--- src/common/link_regs_pkg.sv ---
// Register map, field layout and reset values of the switch link control block.
//
// Summary of operation
// Debug origin register records which core raised the last chip-wide debug event.
// Link state reports a two-bit source kind: switch, core, control target, undefined.
// Link state shows the eight-bit destination link number while in use.
// External link state holds a writable four-bit direction, cleared at reset.
// External and core link state hold a writable two-bit network number, reset zero.
// A read-only flag shows the current packet is junk; it is discarded.
// Two read-only flags show destination side and source side in use.
// Eight core link registers carry the same fields except direction.
// Setup top bit enables or disables the external link and its pin muxing.
// Setup bit selects two-wire (zero) or five-wire (one) link width.
// Read-only error flag sets on receive overflow or illegal token encoding.
// Read-only bit shows this end has issued credit to the remote end.
// Read-only bit shows this end holds transmit credit; no transmit without it.
// Writing one clears transmit credit and sends a greeting token.
// Writing one restarts the receiver so the next symbol starts a token.
// Eleven-bit field sets least idle clocks between symbols in a token, minus one.
// Eleven-bit field sets least idle clocks between tokens, minus one.
// With fixed forwarding on, all link traffic goes to one channel end, unrouted.
// Fixed forwarding picks destination core by one bit, channel end by five.
// Eight fixed forwarding registers map to links C, D, A, B, G, H, E, F.
// Mismatching packets route by direction of most significant mismatching id bit.
// Write-only credit-clear and receiver-restart bits ignore zero and read as zero.
// Reserved bits read as zero and ignore writes; the code stores and reads back debug bit 4 and bits 1:0 of words 0x10 and 0x11.
`default_nettype none
package link_regs_pkg;

  // ==========================================================================
  // Register word indices; the byte address is four times the index.
  localparam logic [7:0] IDX_RESV_A     = 8'h10;
  localparam logic [7:0] IDX_RESV_B     = 8'h11;
  localparam logic [7:0] IDX_DEBUG      = 8'h1F;
  localparam logic [7:0] IDX_EXT_STATE  = 8'h20;
  localparam logic [7:0] IDX_CORE_STATE = 8'h40;
  localparam logic [7:0] IDX_EXT_SETUP  = 8'h80;
  localparam logic [7:0] IDX_FWD_SETUP  = 8'hA0;

  // ==========================================================================
  // Bus geometry.
  localparam int ADDR_W   = 10;
  localparam int WORD_LSB = 2;

  // ==========================================================================
  // Link state fields.
  localparam int SRC_KIND_LSB = 24;
  localparam int DEST_LSB     = 16;
  localparam int DIR_LSB      = 8;
  localparam int NET_LSB      = 4;
  localparam int JUNK_BIT     = 2;
  localparam int DBUSY_BIT    = 1;
  localparam int SBUSY_BIT    = 0;

  // ==========================================================================
  // Link setup fields.
  localparam int EN_BIT       = 31;
  localparam int WIDE_BIT     = 30;
  localparam int ERR_BIT      = 27;
  localparam int ISSUED_BIT   = 26;
  localparam int CREDIT_BIT   = 25;
  localparam int LINK_GREETING_TOKEN_BIT    = 24;
  localparam int RXRST_BIT    = 23;
  localparam int SYM_GAP_LSB  = 11;
  localparam int TOK_GAP_LSB  = 0;
  localparam int GAP_W        = 11;

  // ==========================================================================
  // Fixed forwarding, debug origin and reserved register fields.
  localparam int FWD_EN_BIT   = 31;
  localparam int FWD_CORE_BIT = 8;
  localparam int FWD_CH_LSB   = 0;
  localparam int DBG_RESV_BIT = 4;
  localparam int DBG_CORE1    = 1;
  localparam int DBG_CORE0    = 0;

  // ==========================================================================
  // Reset values.
  localparam logic [3:0]       RST_DIR  = 4'h0;
  localparam logic [1:0]       RST_NET  = 2'h0;
  localparam logic [GAP_W-1:0] RST_GAP  = 11'h000;
  localparam logic [31:0]      RST_WORD = 32'h0000_0000;

  // Fixed forwarding register order to link letter (A=0 .. H=7): C D A B G H E F.
  localparam logic [7:0][2:0] FWD_LINK_MAP = {3'h5, 3'h4, 3'h7, 3'h6, 3'h1, 3'h0, 3'h3, 3'h2};

endpackage
`default_nettype wire

--- src/hdl/link_lane.sv ---
// Credit, greeting, receiver restart and token pacing for one external link.
`timescale 1ns/100ps
`default_nettype none
module link_lane #(
  parameter int GAP_W = 11
) (
  input  wire logic             clk,
  input  wire logic             srst,
  input  wire logic             enable,
  input  wire logic [GAP_W-1:0] sym_gap,
  input  wire logic [GAP_W-1:0] tok_gap,
  input  wire logic             link_greeting_token_cmd,
  input  wire logic             rxrst_cmd,
  input  wire logic             rx_credit,
  input  wire logic             credit_sent,
  input  wire logic             rx_err,
  input  wire logic             tx_req,
  input  wire logic             tx_first,
  output logic                  tx_go,
  output logic                  credit,
  output logic                  issued,
  output logic                  err,
  output logic                  greet,
  output logic                  rx_restart
);
  typedef struct packed {
    logic             credit;
    logic             issued;
    logic             err;
    logic             go;
    logic             greet;
    logic             restart;
    logic [GAP_W:0]   idle;
  } lane_s;

  lane_s          s_q;
  lane_s          s_d;
  logic [GAP_W:0] gap_now;

  // ==========================================================================
  // Next state: credit set wins over greeting clear, disable clear wins over set; error set wins over restart.
  always_comb begin
    s_d         = s_q;
    s_d.go      = 1'b0;
    s_d.greet   = 1'b0;
    s_d.restart = rxrst_cmd;
    gap_now     = {1'b0, (tx_first ? tok_gap : sym_gap)};
    if (s_q.idle != {(GAP_W + 1){1'b1}}) begin
      s_d.idle = s_q.idle + 1'b1;
    end
    if (!enable) begin
      s_d.credit = 1'b0;
      s_d.issued = 1'b0;
    end else begin
      if (link_greeting_token_cmd) begin
        s_d.credit = 1'b0;
        s_d.greet  = 1'b1;
      end
      if (rx_credit) begin
        s_d.credit = 1'b1;
      end
      if (credit_sent) begin
        s_d.issued = 1'b1;
      end
      if (tx_req && s_q.credit && !link_greeting_token_cmd && s_q.idle > gap_now) begin
        s_d.go   = 1'b1;
        s_d.idle = '0;
      end
    end
    if (rxrst_cmd) begin
      s_d.err = 1'b0;
    end
    if (rx_err) begin
      s_d.err = 1'b1;
    end
  end

  // Register the whole lane state.
  always_ff @(posedge clk) begin
    if (srst) begin
      s_q <= '0;
    end else begin
      s_q <= s_d;
    end
  end

  assign tx_go      = s_q.go;
  assign credit     = s_q.credit;
  assign issued     = s_q.issued;
  assign err        = s_q.err;
  assign greet      = s_q.greet;
  assign rx_restart = s_q.restart;
endmodule
`default_nettype wire

--- src/hdl/route_select.sv ---
// Direction lookup for a packet whose destination differs from the node identifier.
`timescale 1ns/100ps
`default_nettype none
module route_select #(
  parameter int ID_W = 16
) (
  input  wire logic                clk,
  input  wire logic                srst,
  input  wire logic [ID_W-1:0]     node_id,
  input  wire logic [ID_W-1:0]     pkt_dest,
  input  wire logic                pkt_valid,
  input  wire logic [ID_W-1:0][3:0] dir_table,
  input  wire logic [7:0][3:0]     link_dir,
  output logic [7:0]               hit
);
  typedef struct packed {
    logic [7:0] hit;
  } route_s;

  route_s          s_q;
  route_s          s_d;
  logic [ID_W-1:0] diff;
  logic [3:0]      dir;
  logic            miss;

  // Pick the direction of the most significant mismatching bit and match links.
  always_comb begin
    s_d  = s_q;
    diff = node_id ^ pkt_dest;
    dir  = 4'h0;
    miss = 1'b0;
    for (int b = 0; b < ID_W; b++) begin
      if (diff[b]) begin
        dir  = dir_table[b];
        miss = 1'b1;
      end
    end
    if (pkt_valid) begin
      for (int l = 0; l < 8; l++) begin
        s_d.hit[l] = miss && (link_dir[l] == dir);
      end
    end
  end

  // Register the match result.
  always_ff @(posedge clk) begin
    if (srst) begin
      s_q <= '0;
    end else begin
      s_q <= s_d;
    end
  end

  assign hit = s_q.hit;
endmodule
`default_nettype wire

--- src/hdl/switch_link_control_status.sv ---
// Register block for link status, link setup, debug origin and fixed forwarding.
`timescale 1ns/100ps
`default_nettype none
module switch_link_control_status #(
  parameter int N = 8
) (
  input  wire logic                  clk,
  input  wire logic                  srst,
  input  wire logic [9:0]            address,
  input  wire logic                  read,
  input  wire logic                  write,
  input  wire logic [3:0]            byteenable,
  input  wire logic [31:0]           writedata,
  output logic [31:0]                readdata,
  output logic                       waitrequest,
  input  wire logic                  dbg_event,
  input  wire logic                  dbg_core,
  input  wire logic [2*N-1:0][1:0]   stat_src_kind,
  input  wire logic [2*N-1:0][7:0]   stat_dest_link,
  input  wire logic [2*N-1:0]        stat_junk,
  input  wire logic [2*N-1:0]        stat_dest_busy,
  input  wire logic [2*N-1:0]        stat_src_busy,
  output logic [2*N-1:0]             pkt_discard,
  output logic [2*N-1:0][1:0]        link_network,
  input  wire logic [N-1:0]          rx_credit,
  input  wire logic [N-1:0]          credit_sent,
  input  wire logic [N-1:0]          rx_err,
  input  wire logic [N-1:0]          tx_req,
  input  wire logic [N-1:0]          tx_first,
  output logic [N-1:0]               tx_go,
  output logic [N-1:0]               link_greeting_token,
  output logic [N-1:0]               rx_restart,
  output logic [N-1:0]               link_enable,
  output logic [N-1:0]               link_five_wire,
  output logic [N-1:0]               fwd_enable,
  output logic [N-1:0]               fwd_core,
  output logic [N-1:0][4:0]          fwd_chan_end,
  input  wire logic [15:0]           node_id,
  input  wire logic [15:0]           pkt_dest,
  input  wire logic                  pkt_valid,
  input  wire logic [15:0][3:0]      dir_table,
  output logic [N-1:0]               route_hit
);
  localparam int GW = link_regs_pkg::GAP_W;

  typedef struct packed {
    logic                  waitreq;
    logic [31:0]           rdata;
    logic [1:0]            resv_a;
    logic [1:0]            resv_b;
    logic                  dbg_resv;
    logic [1:0]            dbg_src;
    logic [N-1:0][3:0]     dir;
    logic [2*N-1:0][1:0]   net;
    logic [2*N-1:0]        discard;
    logic [N-1:0]          en;
    logic [N-1:0]          wide;
    logic [N-1:0][GW-1:0]  sym_gap;
    logic [N-1:0][GW-1:0]  tok_gap;
    logic [N-1:0]          link_greeting_token_p;
    logic [N-1:0]          rxrst_p;
    logic [N-1:0]          fw_en;
    logic [N-1:0]          fw_core;
    logic [N-1:0][4:0]     fw_ch;
  } csr_s;

  csr_s         s_q;
  csr_s         s_d;
  logic [7:0]   idx;
  logic [2:0]   li;
  logic [31:0]  rd_word;
  logic         mapped;
  logic [31:0]  mask;
  logic [31:0]  nw;
  logic         wr_fire;
  logic [N-1:0] ln_credit;
  logic [N-1:0] ln_issued;
  logic [N-1:0] ln_err;

  // Expand the byte enables into a bit mask.
  function automatic logic [31:0] lane_mask(input logic [3:0] be);
    lane_mask = {{8{be[3]}}, {8{be[2]}}, {8{be[1]}}, {8{be[0]}}};
  endfunction

  assign idx     = address[link_regs_pkg::WORD_LSB +: 8];
  assign li      = idx[2:0];
  assign wr_fire = write && !s_q.waitreq;
  assign mask    = lane_mask(byteenable);
  assign nw      = (rd_word & ~mask) | (writedata & mask);

  // ==========================================================================
  // Read decode; write-only and unused bits stay zero, reserved bits read back their stored value.
  always_comb begin
    rd_word = link_regs_pkg::RST_WORD;
    mapped  = 1'b1;
    if (idx == link_regs_pkg::IDX_RESV_A) begin
      rd_word[1:0] = s_q.resv_a;
    end else if (idx == link_regs_pkg::IDX_RESV_B) begin
      rd_word[1:0] = s_q.resv_b;
    end else if (idx == link_regs_pkg::IDX_DEBUG) begin
      rd_word[link_regs_pkg::DBG_RESV_BIT] = s_q.dbg_resv;
      rd_word[1:0] = s_q.dbg_src;
    end else if (idx[7:3] == link_regs_pkg::IDX_EXT_STATE[7:3] ||
                 idx[7:3] == link_regs_pkg::IDX_CORE_STATE[7:3]) begin
      // Entries 0..7 are external links, 8..15 are core links.
      rd_word[link_regs_pkg::SRC_KIND_LSB +: 2] = stat_src_kind[{idx[6], li}];
      rd_word[link_regs_pkg::DEST_LSB +: 8]     = stat_dest_link[{idx[6], li}];
      rd_word[link_regs_pkg::NET_LSB +: 2]      = s_q.net[{idx[6], li}];
      rd_word[link_regs_pkg::JUNK_BIT]          = stat_junk[{idx[6], li}];
      rd_word[link_regs_pkg::DBUSY_BIT]         = stat_dest_busy[{idx[6], li}];
      rd_word[link_regs_pkg::SBUSY_BIT]         = stat_src_busy[{idx[6], li}];
      if (!idx[6]) begin
        rd_word[link_regs_pkg::DIR_LSB +: 4] = s_q.dir[li];
      end
    end else if (idx[7:3] == link_regs_pkg::IDX_EXT_SETUP[7:3]) begin
      rd_word[link_regs_pkg::EN_BIT]            = s_q.en[li];
      rd_word[link_regs_pkg::WIDE_BIT]          = s_q.wide[li];
      rd_word[link_regs_pkg::ERR_BIT]           = ln_err[li];
      rd_word[link_regs_pkg::ISSUED_BIT]        = ln_issued[li];
      rd_word[link_regs_pkg::CREDIT_BIT]        = ln_credit[li];
      rd_word[link_regs_pkg::SYM_GAP_LSB +: GW] = s_q.sym_gap[li];
      rd_word[link_regs_pkg::TOK_GAP_LSB +: GW] = s_q.tok_gap[li];
    end else if (idx[7:3] == link_regs_pkg::IDX_FWD_SETUP[7:3]) begin
      rd_word[link_regs_pkg::FWD_EN_BIT]     = s_q.fw_en[li];
      rd_word[link_regs_pkg::FWD_CORE_BIT]   = s_q.fw_core[li];
      rd_word[link_regs_pkg::FWD_CH_LSB +: 5] = s_q.fw_ch[li];
    end else begin
      mapped = 1'b0;
    end
  end

  // ==========================================================================
  // Bus handshake, register writes, command pulses and debug capture.
  always_comb begin
    s_d         = s_q;
    s_d.link_greeting_token_p = '0;
    s_d.rxrst_p = '0;
    s_d.discard = stat_junk;
    if (!s_q.waitreq) begin
      s_d.waitreq = 1'b1;
    end else if (read || write) begin
      s_d.waitreq = 1'b0;
      s_d.rdata   = (read && mapped) ? rd_word : link_regs_pkg::RST_WORD;
    end
    if (wr_fire) begin
      if (idx == link_regs_pkg::IDX_RESV_A) begin
        s_d.resv_a = nw[1:0];
      end else if (idx == link_regs_pkg::IDX_RESV_B) begin
        s_d.resv_b = nw[1:0];
      end else if (idx == link_regs_pkg::IDX_DEBUG) begin
        s_d.dbg_resv = nw[link_regs_pkg::DBG_RESV_BIT];
        s_d.dbg_src  = nw[1:0];
      end else if (idx[7:3] == link_regs_pkg::IDX_EXT_STATE[7:3]) begin
        s_d.dir[li]        = nw[link_regs_pkg::DIR_LSB +: 4];
        s_d.net[{1'b0, li}] = nw[link_regs_pkg::NET_LSB +: 2];
      end else if (idx[7:3] == link_regs_pkg::IDX_CORE_STATE[7:3]) begin
        s_d.net[{1'b1, li}] = nw[link_regs_pkg::NET_LSB +: 2];
      end else if (idx[7:3] == link_regs_pkg::IDX_EXT_SETUP[7:3]) begin
        s_d.en[li]      = nw[link_regs_pkg::EN_BIT];
        s_d.wide[li]    = nw[link_regs_pkg::WIDE_BIT];
        s_d.link_greeting_token_p[li] = nw[link_regs_pkg::LINK_GREETING_TOKEN_BIT];
        s_d.rxrst_p[li] = nw[link_regs_pkg::RXRST_BIT];
        s_d.sym_gap[li] = nw[link_regs_pkg::SYM_GAP_LSB +: GW];
        s_d.tok_gap[li] = nw[link_regs_pkg::TOK_GAP_LSB +: GW];
      end else if (idx[7:3] == link_regs_pkg::IDX_FWD_SETUP[7:3]) begin
        s_d.fw_en[li]   = nw[link_regs_pkg::FWD_EN_BIT];
        s_d.fw_core[li] = nw[link_regs_pkg::FWD_CORE_BIT];
        s_d.fw_ch[li]   = nw[link_regs_pkg::FWD_CH_LSB +: 5];
      end
    end
    // A debug event overrides a software write in the same cycle.
    if (dbg_event) begin
      s_d.dbg_src = '0;
      s_d.dbg_src[dbg_core ? link_regs_pkg::DBG_CORE1 : link_regs_pkg::DBG_CORE0] = 1'b1;
    end
  end

  // Register the whole block state.
  always_ff @(posedge clk) begin
    if (srst) begin
      s_q         <= '0;
      s_q.waitreq <= 1'b1;
      s_q.dir     <= {N{link_regs_pkg::RST_DIR}};
      s_q.net     <= {(2 * N){link_regs_pkg::RST_NET}};
      s_q.sym_gap <= {N{link_regs_pkg::RST_GAP}};
      s_q.tok_gap <= {N{link_regs_pkg::RST_GAP}};
    end else begin
      s_q <= s_d;
    end
  end

  // ==========================================================================
  // One link engine per external link.
  for (genvar g = 0; g < N; g++) begin : g_lane
    link_lane #(
      .GAP_W (GW)
    ) u_lane (
      .clk         (clk),
      .srst        (srst),
      .enable      (s_q.en[g]),
      .sym_gap     (s_q.sym_gap[g]),
      .tok_gap     (s_q.tok_gap[g]),
      .link_greeting_token_cmd   (s_q.link_greeting_token_p[g]),
      .rxrst_cmd   (s_q.rxrst_p[g]),
      .rx_credit   (rx_credit[g]),
      .credit_sent (credit_sent[g]),
      .rx_err      (rx_err[g]),
      .tx_req      (tx_req[g]),
      .tx_first    (tx_first[g]),
      .tx_go       (tx_go[g]),
      .credit      (ln_credit[g]),
      .issued      (ln_issued[g]),
      .err         (ln_err[g]),
      .greet       (link_greeting_token[g]),
      .rx_restart  (rx_restart[g])
    );
    // Fixed forwarding registers land on their link letter.
    assign fwd_enable[link_regs_pkg::FWD_LINK_MAP[g]]   = s_q.fw_en[g];
    assign fwd_core[link_regs_pkg::FWD_LINK_MAP[g]]     = s_q.fw_core[g];
    assign fwd_chan_end[link_regs_pkg::FWD_LINK_MAP[g]] = s_q.fw_ch[g];
  end

  // Direction match for routed packets.
  route_select #(
    .ID_W (16)
  ) u_route (
    .clk       (clk),
    .srst      (srst),
    .node_id   (node_id),
    .pkt_dest  (pkt_dest),
    .pkt_valid (pkt_valid),
    .dir_table (dir_table),
    .link_dir  (s_q.dir),
    .hit       (route_hit)
  );

  // Outputs straight from flip-flops.
  assign readdata       = s_q.rdata;
  assign waitrequest    = s_q.waitreq;
  assign pkt_discard    = s_q.discard;
  assign link_network   = s_q.net;
  assign link_enable    = s_q.en;
  assign link_five_wire = s_q.wide;
endmodule
`default_nettype wire

--- config.mk ---
export PLATFORM = sky130hd
export DESIGN_NAME = switch_link_control_status
export DESIGN_NICKNAME = d
export VERILOG_FILES = /design/src/common/link_regs_pkg.sv /design/src/hdl/link_lane.sv /design/src/hdl/route_select.sv /design/src/hdl/switch_link_control_status.sv
export SDC_FILE = /design/constraint.sdc
export NUM_CORES = 1
export LEC_CHECK = 0
export ABC_AREA = 1
export ABC_CLOCK_PERIOD_IN_PS = 3200
export BUFFER_PORTS_ARGS = -buffer_cell sky130_fd_sc_hd__buf_2
export CAP_MARGIN = 20
export CORE_MARGIN = 2
export CORE_UTILIZATION = 30
export CTS_CLUSTER_SIZE = 20
export DETAILED_ROUTE_END_ITERATION = 10
export GPL_TIMING_DRIVEN = 0
export SLEW_MARGIN = 10
export SYNTH_ARGS = -nofsm -noshare
export SYNTH_HDL_FRONTEND = slang
export SYNTH_SLANG_ARGS = --single-unit
--- constraint.sdc ---
create_clock -name clk -period 3.2 [get_ports clk]
set_clock_uncertainty 0.1 [all_clocks]
set_input_delay 0.64 -clock clk [delete_from_list [all_inputs] [get_ports clk]]
set_output_delay 0.64 -clock clk [all_outputs]
set_load 0.01 [all_outputs]
==> flow_metrics.tcl, run 1 <==
set metrics [dict create \
    outcome "complete, but fails checks" \
    violations "setup timing" \
    dp.final_hpwl_um 120300 \
    synthFlopType "dfxtp_1" \
    cts_buffers 60 \
    synth-async-reset-ratio_pct 0 \
    syn_area_per_cell_um2 7.162 \
    setup_viol 1 \
    final_nets 5185 \
    finalPower_mw 16.99 \
    syn-instance-count 4048 \
    worstHoldStart "stat_junk[13]" \
    ys_seq_area_share_pct 36.87 \
    grt_usage_pct 29.69 \
    fin_crit_sh_pct 102.3 \
    crit_start "address[2]" \
    fmax_mhz 305.5 \
    start_util_pct 30.11 \
    cts.sinks 534 \
    p_per_area_mw_per_mm2 466.1 \
    slew_viol_final 0 \
    ant_nets 0 \
    cts.clk_slew.worst_paths_ns 0.07 \
    die_w_um 314.9 \
    via_per_inst 5.344 \
    cp.required_ns 3.62 \
    path_max_fanout 10 \
    grt_pass1_vias 29190 \
    ys_types 66 \
    ctsLongestPathBuffers 3 \
    vias 32220 \
    holdBufCountCts 0 \
    worstPathCellList "buf_4 -> inv_2 -> nand3_1 -> buf_4 -> buf_6 -> buf_4 -> o22ai_1 -> o41ai_1 -> o21ai_0 -> nand2_1 -> a21oi_1" \
    relSlewSlack_pct 24.35 \
    ir_drop_uv 432.9 \
    holdPathStages 3 \
    cp_common_cell "buf_4" \
    drtPass1Iterations 6 \
    cts_root_buf "clkbuf_16" \
    die_h_um 314.9 \
    dp.cells 5896 \
    hp-class "in -> reg" \
    cts_tree "yes" \
    reg2reg_to "g_lane[2].u_lane.s_q[6]$_SDFF_PP0_" \
    rrSetupSlack_ns 0.12 \
    io_buffers 567 \
    cp.arrival_ns 3.69 \
    power_leakage_nw 16.91 \
    core_mm2 0.09628 \
    worst_slew_pin_slew_ns 1.135 \
    antenna_found_initial 21 \
    cap_violations 0 \
    routed_wl_um 154600 \
    gp_congestion 1.046 \
    dp_slack_ns -1.673 \
    ys_warn_count 0 \
    rows 114 \
    grt_first_pass_wirelength_um 211000 \
    ff2ff_path_depth 14 \
    ys_ff_latch 534 \
    layout_commonest_cell "buf_2" \
    grt_overflow 0 \
    route.detailed.drc 0 \
    drt-wirelength-per-cell_um 25.64 \
    layout_min_cycle_time_ns 3.273 \
    grt_start_max_net_pins 20 \
    finalSetupTns_ns -0.07300 \
    worstSetupEndpointType "flop" \
    cp-start-kind "input pin" \
    final_cell_mix "buf_2, inv_1, nand2_1" \
    reg2reg_from "s_q[99]$_SDFFE_PP0P_" \
    netlist_area_mm2 0.02899 \
    worst-setup-path-type "in -> reg" \
    area_growth_pct 25.69 \
    hold_path_end "pkt_discard[13]$_SDFF_PP0_" \
    hold_viol_final 0 \
    max_stage_delay_ns 0.96 \
    first_iter_violations 3637 \
    drive_above_1_share_pct 22.46 \
    clk_latency_ns 0.67 \
    cts.htree.levels 2 \
    design.die.area_mm2 0.09915 \
    layoutNonFillerInstCount 6030 \
    num_io_pins 582 \
    worst_slack_ns -0.07300 \
    critPathSlowestCell "o41ai_1" \
    synth_edf_count 0 \
]
==> where the power goes <==
part	switching, mW	internal (mW)	total, mW	leakage (nW)
Combinational	1.35	0.617	1.96	11.5
Clock	3.21	5.06	8.27	1.13
Sequential	0.0468	6.70	6.75	4.31
Total	4.61	12.4	17.0	16.9
==> worst max-delay path, delay by kind of cell <==
| kind | cells | cell delay (ns) |
|---|---|---|
| AND/OR/NAND/NOR | 2 | 0.27 |
| AO/OA/AOI/OAI | 4 | 1.48 |
| buffers and inverters | 5 | 1.26 |
==> layer usage <==
layer  track usage (%)  vias to the layer above  routed length, um
li1                  -                    14740                  -
met1             36.65                    15150              60510
met2             46.93                     1923              68740
met3             6.407                      400              14940
met4             18.81                       12              10360
met5                 0                        -                 85
==> layout make-up <==
type / instances / area, um^2
multi-input cells: 2558 / 14270
repair buffers: 582 / 2973
flip-flops and latches: 534 / 10690
well taps: 1276 / 1597
fillers: 10280 / 59840
clock inverters: 36 / 676.9
diodes: 12 / 30.03
plain buffers: 363 / 2340
clock buffers: 76 / 1632
inverters: 593 / 2231
==> synthesized netlist by cell type (all sizes together), types with 4 or more instances <==
cell,count,area (um^2)
nor4,12,81.33
buf,261,1793
mux2i,7,95.09
inv,590,2215
nor3,39,222.7
ha,96,1201
o21bai,35,262.8
o221ai,6,52.55
mux2,4,45.04
o21ai,445,2238
a21o,4,30.03
dfxtp,534,10690
a31o,6,52.55
a2111oi,5,43.79
o41ai,11,103.9
nand4,72,450.4
o2111ai,8,70.07
a22oi,44,330.3
a211oi,27,207.7
a31oi,8,50.05
xnor2,20,175.2
or2,8,50.05
nor2,364,1401
a21oi,437,2213
xor2,35,306.5
o211ai,23,172.7
a22o,36,315.3
nand2,555,2113
o22ai,70,437.9
a221oi,48,420.4
nand3,110,565.5
clkbuf,103,386.6
==> sequential cells by signal (all words and copies together), names as in the netlist, 16 cells and up <==
name	count
g_lane.u_lane.s_q	96
pkt_discard	16
readdata	30
link_network	32
s_q	231
fwd_chan_end	40
==> what timing repair did <==
action,CTS,global route
endpoints found under the setup margin,373,281
gates resized for setup,91,86
setup buffers,5,6
cloned,0,0
pin swaps,6,6
==> logic make-up after synthesis <==
kind of cell	after synthesis	synth area share, %
other cells	1	0.01293
xor+xnor	55	1.661
flops	534	36.87
buf+inv	957	15.20
compound gates	1231	24.71
mux	11	0.4833
fa+ha+maj	96	4.143
simple gates	1163	16.92
==> worst max path at each step <==
stage	slack [ns]	end	depth (start not counted)
2_1_floorplan	0.41	g_lane[3].u_lane.s_q[11]$_SDFF_PP0_	14
3_3_place_gp	-2.35	link_enable[6]$_SDFFE_PP0P_	12
3_5_place_dp	-1.67	s_q[183]$_SDFFE_PP0P_	12
4_1_cts	0.005	s_q[134]$_SDFFE_PP0P_	13
5_1_grt	-0.03	s_q[235]$_SDFFE_PP0P_	12
6_report	-0.07	readdata[25]$_SDFFE_PP0P_	11
==> per-stage QoR <==
stage,util (%),cell area [um^2],hold WS [ns]
floorplan,-,29000,0.3087
global placement,34.72,33430,0.3241
detailed placement,34.77,33470,0.3269
CTS,37.54,36150,0.07420
global route,37.84,36430,0.09631
finish,37.85,36440,0.08492
Note: power is estimated with default switching activity, not from simulation.
==> inputs of run 2 (changes only) <==
--- a/config.mk
+++ b/config.mk
@@ -5,7 +5,7 @@
 export SDC_FILE = /design/constraint.sdc
 export NUM_CORES = 1
 export LEC_CHECK = 0
-export ABC_AREA = 1
+export ABC_AREA = 0
 export ABC_CLOCK_PERIOD_IN_PS = 3200
 export BUFFER_PORTS_ARGS = -buffer_cell sky130_fd_sc_hd__buf_2
 export CAP_MARGIN = 20
==> run 2 against run 1 <==
Against the previous run: sequential share of layout area fell by 0.38 points; synthesized cell count fell by 14%; critical path type unchanged; the flow still finishes with violations (setup timing); critical endpoint is now s_q[218]$_SDFFE_PP0P_; combinational power rose by 13%; synthesized area rose by 0.23%.
==> flow_metrics.tcl, run 2 <==
set metrics [dict create \
    cp_top_family "buffers and inverters" \
    max_stage_delay_ns 0.42 \
    regMostFlops "s_q" \
    cts.htree.levels 2 \
    comb_power_share_pct 13.1 \
    worst_slew_pin_slew_ns 1.199 \
    ctsLongestPathBuffers 3 \
    first_iter_violations 4543 \
    antenna_found_initial 27 \
    ys_seq_area_share_pct 36.79 \
    design.die.area_mm2 0.09937 \
    start_util_pct 30.18 \
    area_growth_pct 27.04 \
    hold_viol_final 0 \
    reg2reg_from "waitrequest$_SDFF_PP1_" \
    ys_warn_count 0 \
    cp-start-kind "input pin" \
    synth_commonest_cells "dfxtp_1, nand2_1, nor2_1" \
    whs_ns 0.07714 \
    critPathSlowestCell "a41oi_2" \
    cts.sinks 534 \
    core_mm2 0.09628 \
    ys_types 89 \
    drt-wirelength-per-cell_um 30.93 \
    syn-instance-count 3490 \
    ff2ff_path_depth 6 \
    fin_crit_sh_pct 103.5 \
    synth_adder_area_share_pct 4.133 \
    p_sw_mw 4.723 \
    reg2reg_to "s_q[184]$_SDFFE_PP0P_" \
    dp_slack_ns -2.161 \
    switching_share_pct 27.97 \
    cp.required_ns 3.65 \
    cts.clk_slew.worst_paths_ns 0.06 \
    synthFlopType "dfxtp_1" \
    synth_edf_count 0 \
    cts_root_buf "clkbuf_16" \
    worstSetupEndpointType "flop" \
    path_max_fanout 10 \
    synth-xor-area-share_pct 3.302 \
    outcome "complete, but fails checks" \
    ant_nets 0 \
    holdPathStages 3 \
    grt_start_max_net_pins 17 \
    crit_buf_inv 6 \
    p_per_area_mw_per_mm2 457.4 \
    dp.final_hpwl_um 132200 \
    nFillCells 10060 \
    grt_pass1_vias 29460 \
    relSlewSlack_pct 20.04 \
    netlist_area_mm2 0.02906 \
    ys_ff_latch 534 \
    final_nets 4633 \
    syn_area_per_cell_um2 8.326 \
    cap_violations 0 \
    drive_above_1_share_pct 28.20 \
    power_leakage_nw 15.03 \
    fmax_mhz 302.0 \
    synth-simple-area-share_pct 18.72 \
    finalSetupTns_ns -6.123 \
    muxShareOfSynthArea_pct 8.499 \
    rrSetupSlack_ns -0.06 \
    route.detailed.drc 0 \
    synth-compound-area-share_pct 20.30 \
    cp.arrival_ns 3.77 \
    synth_top_cell_area_share_pct 36.79 \
    synth_top_family_by_area "compound AO/OA/AOI/OAI gates" \
    hold_path_end "g_lane[2].u_lane.err$_SDFFE_PP0P_" \
    ir_drop_uv 394.0 \
    vias 32000 \
    grt_usage_pct 32.57 \
    slew_viol_final 0 \
    synth_area_leaders "dfxtp_1, nand2_1, nor2_1" \
    final_cell_mix "buf_2, dfxtp_1, nand2_1" \
    grt_first_pass_wirelength_um 227500 \
    cts_buffers 61 \
    gp_congestion 1.055 \
    routed_wl_um 169400 \
    rows 114 \
    dp.cells 5340 \
    cts_tree "yes" \
    synth_area_leader_cell "dfxtp_1" \
    worstPathCellList "buf_2 -> buf_4 -> buf_4 -> nor3b_4 -> buf_4 -> buf_4 -> buf_4 -> a22oi_1 -> a41oi_2 -> mux2i_2 -> a211oi_1" \
    holdBufCountCts 0 \
    largest_reg_flops 231 \
    violations "setup timing" \
    die_w_um 315.2 \
    drtPass1Iterations 8 \
    cp_common_cell "buf_4" \
    num_io_pins 582 \
    die_h_um 315.2 \
    sequentialPowerShare_pct 40.0 \
    power.internal_mw 12.16 \
    layout_commonest_cell "buf_2" \
    layoutNonFillerInstCount 5478 \
    io_buffers 566 \
    pwr-share-clk_pct 46.9 \
    worst_slack_ns -0.1111 \
    layout_min_cycle_time_ns 3.311 \
    via_per_inst 5.841 \
    synth_most_common_cell "dfxtp_1" \
    clk_latency_ns 0.68 \
    hp-class "in -> reg" \
    worstHoldStart "rx_err[2]" \
    worst-setup-path-type "in -> reg" \
    grt_overflow 0 \
    setup_viol 139 \
    synth-async-reset-ratio_pct 0 \
]
==> run 2: cell types whose count changed in the layout (fill, tap and decap cells not counted), sizes merged, moves of 36 or more <==
cell    previous run  this run
mux2               4        42
a211oi            27       142
o21ai            445       111
nand2            555       459
nor2b              0        41
o22ai             70        18
and3               2        46
nor2             364       400
mux2i              7       148
a21oi            437       299
a22oi             44       115
inv              590        40
==> run 2: cell type report <==
cell class / instances / area, um^2 / area share, %
antenna: 10 / 25.02 / 0.06779
buffer: 378 / 2504 / 6.782
clock buffer: 87 / 1846 / 4.999
clock inverter: 28 / 402.9 / 1.091
inverter: 41 / 160.2 / 0.4338
multi-input combinational: 2525 / 16560 / 44.85
sequential: 534 / 10690 / 28.96
tap: 1276 / 1597 / 4.325
timing repair buffer: 599 / 3137 / 8.497
==> run 2: kinds of logic (layout without fill, tap and decap cells) <==
kind of cell             Yosys count  in the layout
AND/OR/NAND/NOR                 1213           1213
AO/OA/AOI/OAI                    895            895
flip-flops                       534            534
buffers and inverters            432           1133
multiplexers                     212            212
XOR/XNOR                         107            107
adder cells (fa/ha/maj)           96             96
other                              1             12
==> run 2: worst max path at each step <==
| stage | from | end | slack [ns] | cells after the start |
|---|---|---|---|---|
| finish | address[3] | s_q[218]$_SDFFE_PP0P_ | -0.11 | 11 |
| global route | address[5] | link_five_wire[7]$_SDFFE_PP0P_ | -0.01 | 9 |
| CTS | address[3] | fwd_chan_end[16]$_SDFFE_PP0P_ | 0.002 | 13 |
| detailed placement | address[3] | s_q[210]$_SDFFE_PP0P_ | -2.16 | 12 |
| global placement | address[4] | s_q[244]$_SDFFE_PP0P_ | -2.67 | 11 |
| floorplan | tx_first[2] | g_lane[2].u_lane.s_q[10]$_SDFF_PP0_ | 0.17 | 12 |
==> run 2: power by group through the flow <==
stage / Combinational [mW] / Sequential (mW) / Clock, mW
floorplan: 0.965 / 6.88 / 0
global placement: 1.98 / 6.90 / 0
detailed placement: 2.00 / 6.90 / 0
CTS: 2.09 / 6.75 / 7.87
global route: 2.26 / 6.76 / 8.13
finish: 2.22 / 6.75 / 7.91
==> run 2: timing repair <==
action	in CTS	in global routing
endpoints found under the setup margin	422	341
setup buffers	13	10
gates resized for setup	207	88
pin swaps	6	9
==> run 2: metrics by stage <==
step / util [%] / power, mW / instance area [um^2]
after global placement: 34.79 / 8.882 / 33490
final: 38.34 / 16.88 / 36920
after CTS: 37.95 / 16.71 / 36540
after detailed placement: 34.89 / 8.897 / 33590
after floorplan: - / 7.850 / 29060
after global routing: 38.32 / 17.16 / 36900
==> run 2: metal layers <==
metal | vias up | GRT usage (%) | part of all wire (%)
met5 | - | 0 | 0.11
met4 | 28 | 18.17 | 6.3
met3 | 542 | 12.58 | 14
met2 | 2423 | 47.92 | 42
met1 | 15350 | 40.56 | 38
li1 | 13660 | - | -
==> run 2: worst register-to-register path, cell delays in order (launching register included) <==
cell and delay (ns):
dfxtp_1 0.40, nor2b_1 0.69, nand2_1 0.53, nor2_2 0.49, clkbuf_1 0.63, nor2_1 0.09
a211oi_1 0.23
